===== config.mk =====
export PLATFORM = sky130hd
export DESIGN_NAME = csrc_top
export DESIGN_NICKNAME = d
export VERILOG_FILES = /design/src/design/csrc_top.v
export VERILOG_INCLUDE_DIRS = /design/src /design/src/design
export SDC_FILE = /design/constraint.sdc
export NUM_CORES = 1
export LEC_CHECK = 0
export BUFFER_PORTS_ARGS = -buffer_cell sky130_fd_sc_hd__buf_2
export CAP_MARGIN = 20
export CORE_ASPECT_RATIO = 1.5
export CORE_MARGIN = 5
export CORE_UTILIZATION = 40
export DETAILED_ROUTE_END_ITERATION = 10
export GPL_TIMING_DRIVEN = 0
export PLACE_DENSITY = 0.71
export SETUP_SLACK_MARGIN = 0.15
export SLEW_MARGIN = 20
export SYNTH_ARGS = -nofsm -noshare
export SYNTH_HDL_FRONTEND = slang
export SYNTH_SLANG_ARGS = --single-unit

===== constraint.sdc =====
create_clock -name sys_clk -period 1.6 [get_ports sys_clk]
set_clock_uncertainty 0.15 [all_clocks]
set_input_delay 0.08 -clock sys_clk [delete_from_list [all_inputs] [get_ports sys_clk]]
set_output_delay 0.08 -clock sys_clk [all_outputs]
set_load 0.01 [all_outputs]

===== src/design/csrc_consts.vh =====
`ifndef CSRC_CONSTS_VH
`define CSRC_CONSTS_VH

// Register indices and APB byte addresses (index times four).
`define CSRC_IDX_CACHE      8'h21
`define CSRC_IDX_SHADOW     8'h22
`define CSRC_IDX_SEGMENT    8'h23
`define CSRC_IDX_ROMWR      8'h26
`define CSRC_ADDR_CACHE     12'h084
`define CSRC_ADDR_SHADOW    12'h088
`define CSRC_ADDR_SEGMENT   12'h08c
`define CSRC_ADDR_ROMWR     12'h098

// Reset values.
`define CSRC_RST_CACHE      8'h00
`define CSRC_RST_SHADOW     8'he4
`define CSRC_RST_SEGMENT    8'h00
`define CSRC_RST_ROMWR      8'h00

// Field positions in cache_control.
`define CSRC_BIT_SWAP       7
`define CSRC_BIT_DBG        6
`define CSRC_BIT_PAR_OFF    5
`define CSRC_BIT_L2_EN      4
`define CSRC_BIT_SIZE_HI    3
`define CSRC_BIT_SIZE_LO    2
`define CSRC_BIT_WR_FAST    1
`define CSRC_BIT_RD_FAST    0

// Field positions in shadow_refresh_control.
`define CSRC_BIT_TOP_ROM    7
`define CSRC_BIT_D_WP       4
`define CSRC_BIT_E_WP       3
`define CSRC_BIT_CONV_REF   2
`define CSRC_BIT_A20_HIGH   1
`define CSRC_BIT_SLOW_REF   0

// Field position in the flash write select register.
`define CSRC_BIT_ROM_WR     7

// Segment codes of address bits 31:16.
`define CSRC_SEG_D          16'h000d
`define CSRC_SEG_E          16'h000e
`define CSRC_SEG_F          16'h000f

// Leadoff lengths in clocks.
`define CSRC_LEAD_SLOW      2'h3
`define CSRC_LEAD_FAST      2'h2

// Slow refresh passes one tick in four.
`define CSRC_SLOW_LAST      2'h3

`endif


===== src/design/csrc_top.v =====
// Register access over APB is this design's own decision.
`timescale 1ns/10ps
`include "csrc_consts.vh"

module csrc_top #(
    parameter AW = 12
) (
    input  wire          sys_clk,
    input  wire          rst_n,
    input  wire          psel,
    input  wire          penable,
    input  wire          pwrite,
    input  wire [AW-1:0] paddr,
    input  wire [31:0]   pwdata,
    output wire [31:0]   prdata,
    output wire          pready,
    output wire          pslverr,
    input  wire          mem_start,
    input  wire          mem_write,
    input  wire [31:0]   mem_addr,
    output wire          mem_claim,
    output wire          rom_select_n,
    output wire          dram_select,
    output wire          dram_write_en,
    output wire          write_drop,
    output wire          isa_forward,
    input  wire          refresh_tick,
    input  wire          refresh_busy,
    output wire          refresh_req,
    output wire          hold_req,
    input  wire          kbd_a20_gate,
    output wire          addr20_mask_n,
    output wire          byte_swap_en,
    output wire          parity_check_en,
    output wire          l2_enable,
    output wire [3:0]    l2_size_sel,
    output wire [1:0]    l2_wr_leadoff,
    output wire [1:0]    l2_rd_leadoff
);

    reg  [7:0]  cache_ctl_ff;
    reg  [7:0]  shadow_ctl_ff;
    reg  [7:0]  segment_ff;
    reg         rom_wr_ff;
    reg         pready_ff;
    reg         pslverr_ff;
    reg  [31:0] prdata_ff;
    reg         claim_ff;
    reg         rom_sel_n_ff;
    reg         dram_sel_ff;
    reg         dram_we_ff;
    reg         drop_ff;
    reg         isa_ff;
    reg  [1:0]  slow_cnt_ff;
    reg         refresh_req_ff;
    reg         hold_ff;
    reg         a20_ff;
    reg         swap_ff;
    reg         parity_ff;
    reg         l2_en_ff;
    reg  [3:0]  size_ff;
    reg  [1:0]  wr_lead_ff;
    reg  [1:0]  rd_lead_ff;

    wire        access;
    wire        wr_fire;
    wire [3:0]  reg_sel;
    reg  [7:0]  rd_byte;
    wire        rd_hit;
    wire [15:0] seg;
    wire [1:0]  blk;
    wire        d_shadow;
    wire        e_shadow;

    reg         nxt_claim;
    reg         nxt_rom_sel_n;
    reg         nxt_dram_sel;
    reg         nxt_dram_we;
    reg         nxt_drop;
    reg         nxt_isa;
    reg  [1:0]  nxt_slow_cnt;
    reg         nxt_refresh_req;

    // One-hot decode of a two-bit field; used for blocks and cache size.
    function [3:0] dec4;
        input [1:0] sel;
        begin
            dec4 = 4'h1 << sel;
        end
    endfunction

    // Leadoff length in clocks for one cache timing bit.
    function [1:0] lead_clocks;
        input fast;
        begin
            lead_clocks = fast ? `CSRC_LEAD_FAST : `CSRC_LEAD_SLOW;
        end
    endfunction

    // Address decode shared by the read mux, the error flag and the write strobes.
    // It is one-hot, so a stray offset can never open two registers at once.
    function [3:0] reg_dec;
        input [AW-1:0] addr;
        begin
            case (addr)
                `CSRC_ADDR_CACHE: begin
                    reg_dec = 4'h1;
                end
                `CSRC_ADDR_SHADOW: begin
                    reg_dec = 4'h2;
                end
                `CSRC_ADDR_SEGMENT: begin
                    reg_dec = 4'h4;
                end
                `CSRC_ADDR_ROMWR: begin
                    reg_dec = 4'h8;
                end
                default: begin
                    reg_dec = 4'h0;
                end
            endcase
        end
    endfunction

    // Steering of one shadowed segment: {dram_select, dram_write_en, write_drop, isa}.
    function [3:0] seg_steer;
        input shadow_on;
        input protect;
        input is_write;
        begin
            if (!shadow_on) begin
                seg_steer = 4'h1;
            end else if (is_write & protect) begin
                seg_steer = 4'h2;
            end else begin
                seg_steer = {1'b1, is_write, 2'b00};
            end
        end
    endfunction

    // Reset image of the flash write select register; only its top bit is stored.
    localparam [7:0] ROMWR_RST = `CSRC_RST_ROMWR;

    // The slave inserts one wait cycle so read data comes from a flop.
    assign access  = psel & penable;
    assign wr_fire = access & pready_ff & pwrite & ~pslverr_ff;

    assign reg_sel = reg_dec(paddr);
    assign rd_hit  = |reg_sel;

    // Unmapped offsets read as zero and raise pslverr in the same cycle.
    always @* begin
        case (reg_sel)
            4'h1: begin
                rd_byte = cache_ctl_ff;
            end
            4'h2: begin
                rd_byte = shadow_ctl_ff;
            end
            4'h4: begin
                rd_byte = segment_ff;
            end
            4'h8: begin
                rd_byte = {rom_wr_ff, 7'h00};
            end
            default: begin
                rd_byte = 8'h00;
            end
        endcase
    end

    always @(posedge sys_clk or negedge rst_n) begin
        if (!rst_n) begin
            pready_ff  <= 1'b0;
            pslverr_ff <= 1'b0;
            prdata_ff  <= 32'h0000_0000;
        end else begin
            // The error flag rises with pready, so a refused write never reaches a store.
            pready_ff  <= access & ~pready_ff;
            pslverr_ff <= access & ~pready_ff & ~rd_hit;
            if (access & ~pready_ff) begin
                prdata_ff <= pwrite ? 32'h0000_0000 : {24'h00_0000, rd_byte};
            end
        end
    end

    // Reserved debug bits are stored as written; software keeps them at default.
    always @(posedge sys_clk or negedge rst_n) begin
        if (!rst_n) begin
            cache_ctl_ff  <= `CSRC_RST_CACHE;
            shadow_ctl_ff <= `CSRC_RST_SHADOW;
            segment_ff    <= `CSRC_RST_SEGMENT;
            rom_wr_ff     <= ROMWR_RST[`CSRC_BIT_ROM_WR];
        end else if (wr_fire) begin
            if (reg_sel[0]) begin
                cache_ctl_ff <= pwdata[7:0];
            end
            if (reg_sel[1]) begin
                shadow_ctl_ff <= pwdata[7:0];
            end
            if (reg_sel[2]) begin
                segment_ff <= pwdata[7:0];
            end
            if (reg_sel[3]) begin
                rom_wr_ff <= pwdata[`CSRC_BIT_ROM_WR];
            end
        end
    end

    // Static configuration outputs, registered one cycle after the store.
    always @(posedge sys_clk or negedge rst_n) begin
        if (!rst_n) begin
            swap_ff    <= 1'b0;
            parity_ff  <= 1'b1;
            l2_en_ff   <= 1'b0;
            size_ff    <= 4'h1;
            wr_lead_ff <= `CSRC_LEAD_SLOW;
            rd_lead_ff <= `CSRC_LEAD_SLOW;
            a20_ff     <= 1'b0;
        end else begin
            swap_ff   <= cache_ctl_ff[`CSRC_BIT_SWAP];
            parity_ff <= ~cache_ctl_ff[`CSRC_BIT_PAR_OFF];
            l2_en_ff  <= cache_ctl_ff[`CSRC_BIT_L2_EN];
            size_ff   <= dec4(cache_ctl_ff[`CSRC_BIT_SIZE_HI:`CSRC_BIT_SIZE_LO]);
            wr_lead_ff <= lead_clocks(cache_ctl_ff[`CSRC_BIT_WR_FAST]);
            rd_lead_ff <= lead_clocks(cache_ctl_ff[`CSRC_BIT_RD_FAST]);
            // The keyboard gate is sampled here, so the pin lags it by one clock.
            a20_ff <= shadow_ctl_ff[`CSRC_BIT_A20_HIGH] | kbd_a20_gate;
        end
    end

    // Memory cycle steering for the D, E and F segments.
    assign seg = mem_addr[31:16];
    assign blk = mem_addr[15:14];
    assign d_shadow = |(segment_ff[3:0] & dec4(blk));
    assign e_shadow = |(segment_ff[7:4] & dec4(blk));

    always @* begin
        nxt_claim     = 1'b0;
        nxt_rom_sel_n = 1'b1;
        nxt_dram_sel  = 1'b0;
        nxt_dram_we   = 1'b0;
        nxt_drop      = 1'b0;
        nxt_isa       = 1'b0;
        if (mem_start) begin
            case (seg)
                `CSRC_SEG_F: begin
                    nxt_claim = 1'b1;
                    if (shadow_ctl_ff[`CSRC_BIT_TOP_ROM]) begin
                        // Flash parts need the ROM select on writes too, when enabled.
                        nxt_rom_sel_n = mem_write ? ~rom_wr_ff : 1'b0;
                        nxt_dram_sel  = mem_write;
                        nxt_dram_we   = mem_write;
                    end else begin
                        nxt_dram_sel = ~mem_write;
                        nxt_drop     = mem_write;
                    end
                end
                `CSRC_SEG_E: begin
                    nxt_claim = 1'b1;
                    {nxt_dram_sel, nxt_dram_we, nxt_drop, nxt_isa} =
                        seg_steer(e_shadow, shadow_ctl_ff[`CSRC_BIT_E_WP], mem_write);
                end
                `CSRC_SEG_D: begin
                    nxt_claim = 1'b1;
                    {nxt_dram_sel, nxt_dram_we, nxt_drop, nxt_isa} =
                        seg_steer(d_shadow, shadow_ctl_ff[`CSRC_BIT_D_WP], mem_write);
                end
                default: begin
                    nxt_claim = 1'b0;
                end
            endcase
        end
    end

    // Steering outputs are one-cycle pulses, one clock after mem_start.
    always @(posedge sys_clk or negedge rst_n) begin
        if (!rst_n) begin
            claim_ff     <= 1'b0;
            rom_sel_n_ff <= 1'b1;
            dram_sel_ff  <= 1'b0;
            dram_we_ff   <= 1'b0;
            drop_ff      <= 1'b0;
            isa_ff       <= 1'b0;
        end else begin
            claim_ff     <= nxt_claim;
            rom_sel_n_ff <= nxt_rom_sel_n;
            dram_sel_ff  <= nxt_dram_sel;
            dram_we_ff   <= nxt_dram_we;
            drop_ff      <= nxt_drop;
            isa_ff       <= nxt_isa;
        end
    end

    // Refresh pacing: in slow mode only every fourth timer tick is passed on.
    always @* begin
        // A normal-rate tick restarts the count, so slow mode begins a fresh quarter.
        nxt_slow_cnt    = slow_cnt_ff;
        nxt_refresh_req = 1'b0;
        if (refresh_tick) begin
            if (!shadow_ctl_ff[`CSRC_BIT_SLOW_REF]) begin
                nxt_slow_cnt    = 2'h0;
                nxt_refresh_req = 1'b1;
            end else if (slow_cnt_ff == `CSRC_SLOW_LAST) begin
                nxt_slow_cnt    = 2'h0;
                nxt_refresh_req = 1'b1;
            end else begin
                nxt_slow_cnt = slow_cnt_ff + 2'h1;
            end
        end
    end

    // Hold follows the refresh engine's busy level while the conventional refresh bit is set, so a long refresh keeps the CPU off.
    always @(posedge sys_clk or negedge rst_n) begin
        if (!rst_n) begin
            slow_cnt_ff    <= 2'h0;
            refresh_req_ff <= 1'b0;
            hold_ff        <= 1'b0;
        end else begin
            slow_cnt_ff    <= nxt_slow_cnt;
            refresh_req_ff <= nxt_refresh_req;
            hold_ff <= shadow_ctl_ff[`CSRC_BIT_CONV_REF] & refresh_busy;
        end
    end

    assign prdata          = prdata_ff;
    assign pready          = pready_ff;
    assign pslverr         = pslverr_ff;
    assign mem_claim       = claim_ff;
    assign rom_select_n    = rom_sel_n_ff;
    assign dram_select     = dram_sel_ff;
    assign dram_write_en   = dram_we_ff;
    assign write_drop      = drop_ff;
    assign isa_forward     = isa_ff;
    assign refresh_req     = refresh_req_ff;
    assign hold_req        = hold_ff;
    assign addr20_mask_n   = a20_ff;
    assign byte_swap_en    = swap_ff;
    assign parity_check_en = parity_ff;
    assign l2_enable       = l2_en_ff;
    assign l2_size_sel     = size_ff;
    assign l2_wr_leadoff   = wr_lead_ff;
    assign l2_rd_leadoff   = rd_lead_ff;

endmodule


==> impl_metrics.ini, run 1 <==
[outcome]
status = finished with violations
violations = setup timing

[clock_tree]
htreeDepth = 2
worstSkewPairLatency_ps = 320
cts_root_buffer = clkbuf_8
cts_tree = done
clkTransAtPathRegs_ps = 100
cts_max_path_buffers = 2
cts_buffers = 5
cts_sinks = 55

[power]
pwr-share-comb_pct = 10.5
swShare_pct = 21.92
power_density_nw_per_um2 = 725.4
clockPowerShare_pct = 39.1
static-leakage-power_nw = 1.944
switching_power_uw = 608.1
power.total_mw = 2.774
vdd_drop_max_mv = 0.6088
p_int_mw = 2.166
power_frac_seq_pct = 50.4

[critical_path]
crit_path_start_kind = input pin
endpoint_kind = flip-flop
rrSetupSlack_ps = -10
cp_max_fo = 8
rr_endpoint = cache_ctl_ff[1]
r2r_cells = 5
rr_startpoint = pready
critical_path_arrival_ps = 1700
critPathRequiredTime_ps = 1660
worst-setup-path-type = in -> reg

[sta]
tightest_slew_ps = 684.2
rsz0062_at_grt = yes
clock.fmax_mhz = 609.1
hold_slack_ps = 7.353
drv_slew = 0
setup_viol = 12
timing.final.crit_share_pct = 102.6
fin_ws_ps = -41.76
slew_headroom_pct = 54.38
min_period_ps = 1642
hold_violations = 0

[layout]
n_antenna_cell = 0
layout.nets = 448
area_growth_pct = 44.63
final_cell_mix = buf_2, dfrtp_1, buf_4, conb_1, dlygate4sd3_1
ff_latch_area_sq_um = 1388
fin_area_sq_um = 3824
final_common_cell = buf_2
drive_gt1_share_pct = 50.28
fin_util_pct = 58.95
nFillCells = 563
multiInputGateArea_sq_um = 1244

[flow_run]
cap_violations = 0

[placed_design]
place.detailed.hpwl_mm = 4.368
dpl-instance-area_sq_um = 3216
place_ws_ps = -518.0
portBuffers = 75
place_congestion = 0.7237

[synth]
yosys_warnings = 0
ys_seq_area_share_pct = 52.48
netlist_top_cells_area = dfrtp_1, mux2_2, dfstp_2
avgSynthCellArea_sq_um = 11.86
synth_cell_types = 39
yosysTopAreaCell = dfrtp_1
ys_async_sr_fraction_pct = 100.0
syn-cell-area_sq_um = 2644
synth_edf_count = 0
synthCells = 223
synth_top_area_share_pct = 43.54
synthFlopType = dfrtp_1
ys_ff_latch = 55

[global_route]
grt_pass1_vias = 2129
overflow = 0
antenna_found_initial = 0
grt_pass1_wl_mm = 10.19
grt_max_degree = 56
grt_use_met3_pct = 4.590
grt_usage_pct = 15.40
grtUsageMet2_pct = 28.19
grt_busiest_layer = met2
grtUsageMet1_pct = 15.84

[worst_hold_path]
hold_path_end = rom_wr_ff
hp-start = paddr[4]
min_path_type = in -> reg
whs_path_depth = 3

[floorplanning]
die_area_sq_um = 8369
core_area_sq_um = 6486
design.portCount = 140
die_width_um = 76.38
start_util_pct = 40.76
fp.dieH_um = 109.6
rows = 36

[detailed_routing]
ant_nets = 0
wirelength_mm = 6.294
via_per_inst = 4.706
num_vias = 2052
routedWlPerCell_um = 14.44
drtIter0Drc = 41
drc = 0
dr.pass1.iters = 4
==> cells in the mapped netlist (all sizes together) (3+ instances only) <==
library cell,number
a21oi,5
and2,3
and3b,3
buf,29
clkbuf,3
dfrtp,46
dfstp,9
ha,3
inv,18
mux2,25
mux2i,9
nand2,11
nand3,11
nand4,4
nor2,4
nor2b,3
nor4,4
o21ai,3
o221ai,7
==> power groups by stage <==
| stage | logic (mW) | registers, mW | clock network [mW] |
|---|---|---|---|
| floorplan | 0.120 | 1.43 | 0 |
| global placement | 0.234 | 1.42 | 0 |
| detailed placement | 0.239 | 1.42 | 0 |
| CTS | 0.286 | 1.40 | 1.12 |
| global route | 0.320 | 1.40 | 1.16 |
| finish | 0.290 | 1.40 | 1.08 |
==> per-layer routing <==
metal  part of all wire [%]  vias up
met5                      0        -
met4                    2.5        0
met3                    6.5       12
met2                     54       65
met1                     37      977
li1                       -      998
==> stage by stage <==
step           cells  setup TNS (ps)
6_report         436          -273.4
5_1_grt          436           -1319
4_1_cts          434          -209.9
3_5_place_dp     398          -14110
3_3_place_gp     398          -13090
2_1_floorplan    247           -4732
==> timing repair <==
| item | CTS | global route |
|---|---|---|
| buffers inserted | 9 | 2 |
| endpoints found under the setup margin | 35 | 38 |
| hold buffers | 19 | 0 |
| cloned | 0 | 0 |
| resized for setup | 38 | 7 |
| endpoints found under the hold margin | 79 | 0 |
| pin swaps | 16 | 5 |
==> cell type report <==
| type | instances | share of cell area (%) |
|---|---|---|
| flip-flops and latches | 55 | 36.29 |
| clock buffers | 6 | 1.898 |
| repair buffers | 105 | 17.28 |
| inverters | 18 | 1.767 |
| multi-input cells | 142 | 32.53 |
| well taps | 76 | 2.487 |
| plain buffers | 32 | 6.185 |
| clock inverters | 2 | 1.571 |
==> worst max-delay path by stage <==
stage / start / end / slack (ps) / cells past startpoint
after floorplan: paddr[9] / cache_ctl_ff[0] / -270 / 5
after global placement: paddr[9] / cache_ctl_ff[0] / -470 / 6
after detailed placement: paddr[9] / cache_ctl_ff[1] / -520 / 6
after CTS: paddr[10] / cache_ctl_ff[1] / -30 / 6
after global routing: segment_ff[6] / dram_select / -100 / 4
final: paddr[10] / cache_ctl_ff[1] / -40 / 6
==> logic make-up after synthesis <==
group / after synthesis / synth area share [%]
fa+ha+maj: 3 / 1.420
mux: 36 / 15.76
other cells: 2 / 0.2841
flops: 55 / 52.48
buf+inv: 50 / 11.12
compound gates: 20 / 5.253
simple gates: 57 / 13.68
==> sequential cells by signal, summed over array words and instances, names as in the netlist, 2 cells and up <==
signal / flops
segment_ff: 8
prdata: 8
l2_size_sel: 4
slow_cnt_ff: 2
shadow_ctl_ff: 8
cache_ctl_ff: 8
==> critical path, cell delays in order <==
cell and delay (ps):
buf_6 90, or4_4 560, nor4_4 200, and4b_1 260, buf_6 180, mux2_4 320
(Power assumes the default switching activity.)
==> run 2: changes to the inputs <==
--- a/config.mk
+++ b/config.mk
@@ -6,14 +6,14 @@
 export SDC_FILE = /design/constraint.sdc
 export NUM_CORES = 1
 export LEC_CHECK = 0
-export BUFFER_PORTS_ARGS = -buffer_cell sky130_fd_sc_hd__buf_2
 export CAP_MARGIN = 20
 export CORE_ASPECT_RATIO = 1.5
 export CORE_MARGIN = 5
 export CORE_UTILIZATION = 40
 export DETAILED_ROUTE_END_ITERATION = 10
+export DONT_BUFFER_PORTS = 1
 export GPL_TIMING_DRIVEN = 0
-export PLACE_DENSITY = 0.71
+export PLACE_DENSITY = 0.53
 export SETUP_SLACK_MARGIN = 0.15
 export SLEW_MARGIN = 20
 export SYNTH_ARGS = -nofsm -noshare
==> impl_metrics.ini, run 2 (synthesis results as in run 1) <==
[layout]
fin_area_sq_um = 3408
area_growth_pct = 28.92
drive_gt1_share_pct = 36.01
n_antenna_cell = 0
final_cell_count_no_fill = 362
final_cell_mix = dfrtp_1, buf_4, conb_1, dlygate4sd3_1, inv_1
nFillCells = 603
final_common_cell = dfrtp_1
fin_util_pct = 52.55
layout.nets = 374

[placed_design]
place_ws_ps = -385.5
dp_cells = 323
portBuffers = 0
place_congestion = 0.7318
place.detailed.hpwl_mm = 4.105
dpl-instance-area_sq_um = 2838

[power]
power.total_mw = 2.559
static-leakage-power_nw = 1.606
vdd_drop_max_mv = 0.5207
power_density_nw_per_um2 = 750.7

[detailed_routing]
ant_nets = 0
num_vias = 1777
dr.pass1.iters = 4
drc = 0
via_per_inst = 4.909
routedWlPerCell_um = 16.37
drtIter0Drc = 18
wirelength_mm = 5.927

[clock_tree]
worstSkewPairLatency_ps = 310
cts_buffers = 5
cts_tree = done
cts_max_path_buffers = 2
cts_root_buffer = clkbuf_8
htreeDepth = 2
cts_sinks = 55
clkTransAtPathRegs_ps = 100

[critical_path]
slowest_stage = dfrtp_1
max_stage_delay_ps = 420
critical_path_arrival_ps = 1720
critPathRequiredTime_ps = 1650
crit_chain = nand4_1 > nor2_4 > and4b_1 > buf_6 > mux2_4
endpoint_kind = flip-flop
worst-setup-path-type = reg -> reg
crit_path_start_kind = flip-flop
cp_max_fo = 8
rrSetupSlack_ps = -70

[sta]
fin_ws_ps = -69.47
timing.final.crit_share_pct = 104.3
setup_viol = 25
hold_violations = 56
drv_slew = 0
rsz0062_at_grt = yes
clock.fmax_mhz = 599.0
min_period_ps = 1669
hold_slack_ps = -705.1

[worst_hold_path]
min_path_type = in -> async

[global_route]
grt_pass1_vias = 1820
antenna_found_initial = 0
grt_max_degree = 56
overflow = 0
grt_pass1_wl_mm = 9.660
grt_usage_pct = 14.68

[floorplanning]
design.portCount = 140
start_util_pct = 40.76
fp.dieH_um = 109.6
rows = 36
core_area_sq_um = 6486
die_area_sq_um = 8369
die_width_um = 76.38

[outcome]
violations = hold timing, setup timing
status = finished with violations

[flow_run]
cap_violations = 0
==> run 2: worst paths after layout <==
kind / depth (start not counted) / startpoint / end
setup / recovery: 5 / pready / cache_ctl_ff[6]
hold / removal: 0 / rst_n / pslverr
setup reg to reg: 5 / pready / cache_ctl_ff[6]
hold reg to reg: 0 / cache_ctl_ff[4] / l2_enable
max in group asynchronous: 0 / rst_n / shadow_ctl_ff[2]
min in group sys_clk: 3 / paddr[10] / pslverr
==> run 2: layout make-up <==
cell class / instances / area, sq um / share of cell area [%]
clock buffers: 6 / 82.58 / 2.423
multi-input cells: 142 / 1217 / 35.72
flip-flops and latches: 55 / 1388 / 40.71
repair buffers: 31 / 287.8 / 8.443
well taps: 76 / 95.09 / 2.790
plain buffers: 32 / 235.2 / 6.902
inverters: 18 / 67.56 / 1.982
clock inverters: 2 / 35.03 / 1.028
==> run 2: timing repair <==
item                                   in CTS  in global routing
setup endpoints to repair                  36                 38
hold buffers                               21                  1
endpoints found under the hold margin      92                 62
gates resized for setup                    20                 18
setup buffers                               8                  1
pin swaps                                   7                  6
==> run 2: power breakdown <==
part / internal, mW / switching, mW / leakage, nW
sequential: 1.40 / 0.00668 / 0.730
combinational: 0.103 / 0.0908 / 0.814
clock: 0.507 / 0.456 / 0.0612
==> run 2: worst max-delay path: cells and delay by family (launching register included) <==
family / cells / cell delay [ps]
buffers and inverters: 1 / 180
flip-flops: 1 / 420
multiplexers: 1 / 310
AND/OR/NAND/NOR: 3 / 500
==> run 2: per-stage QoR <==
| step | hold slack [ps] | TNS [ps] |
|---|---|---|
| after floorplan | -365.6 | -4732 |
| after global placement | -363.6 | -10460 |
| after detailed placement | -363.5 | -10710 |
| after CTS | -717.8 | -2158 |
| after global routing | -724.7 | -2578 |
| final | -705.1 | -891.1 |
==> run 2: routing by layer <==
layer	track usage (%)	up-vias	share of wire, %
met1	15.28	859	36
li1	-	853	-
met4	5.250	0	1.6
met2	26.59	60	54
met3	5.902	5	8.2
met5	0	-	0
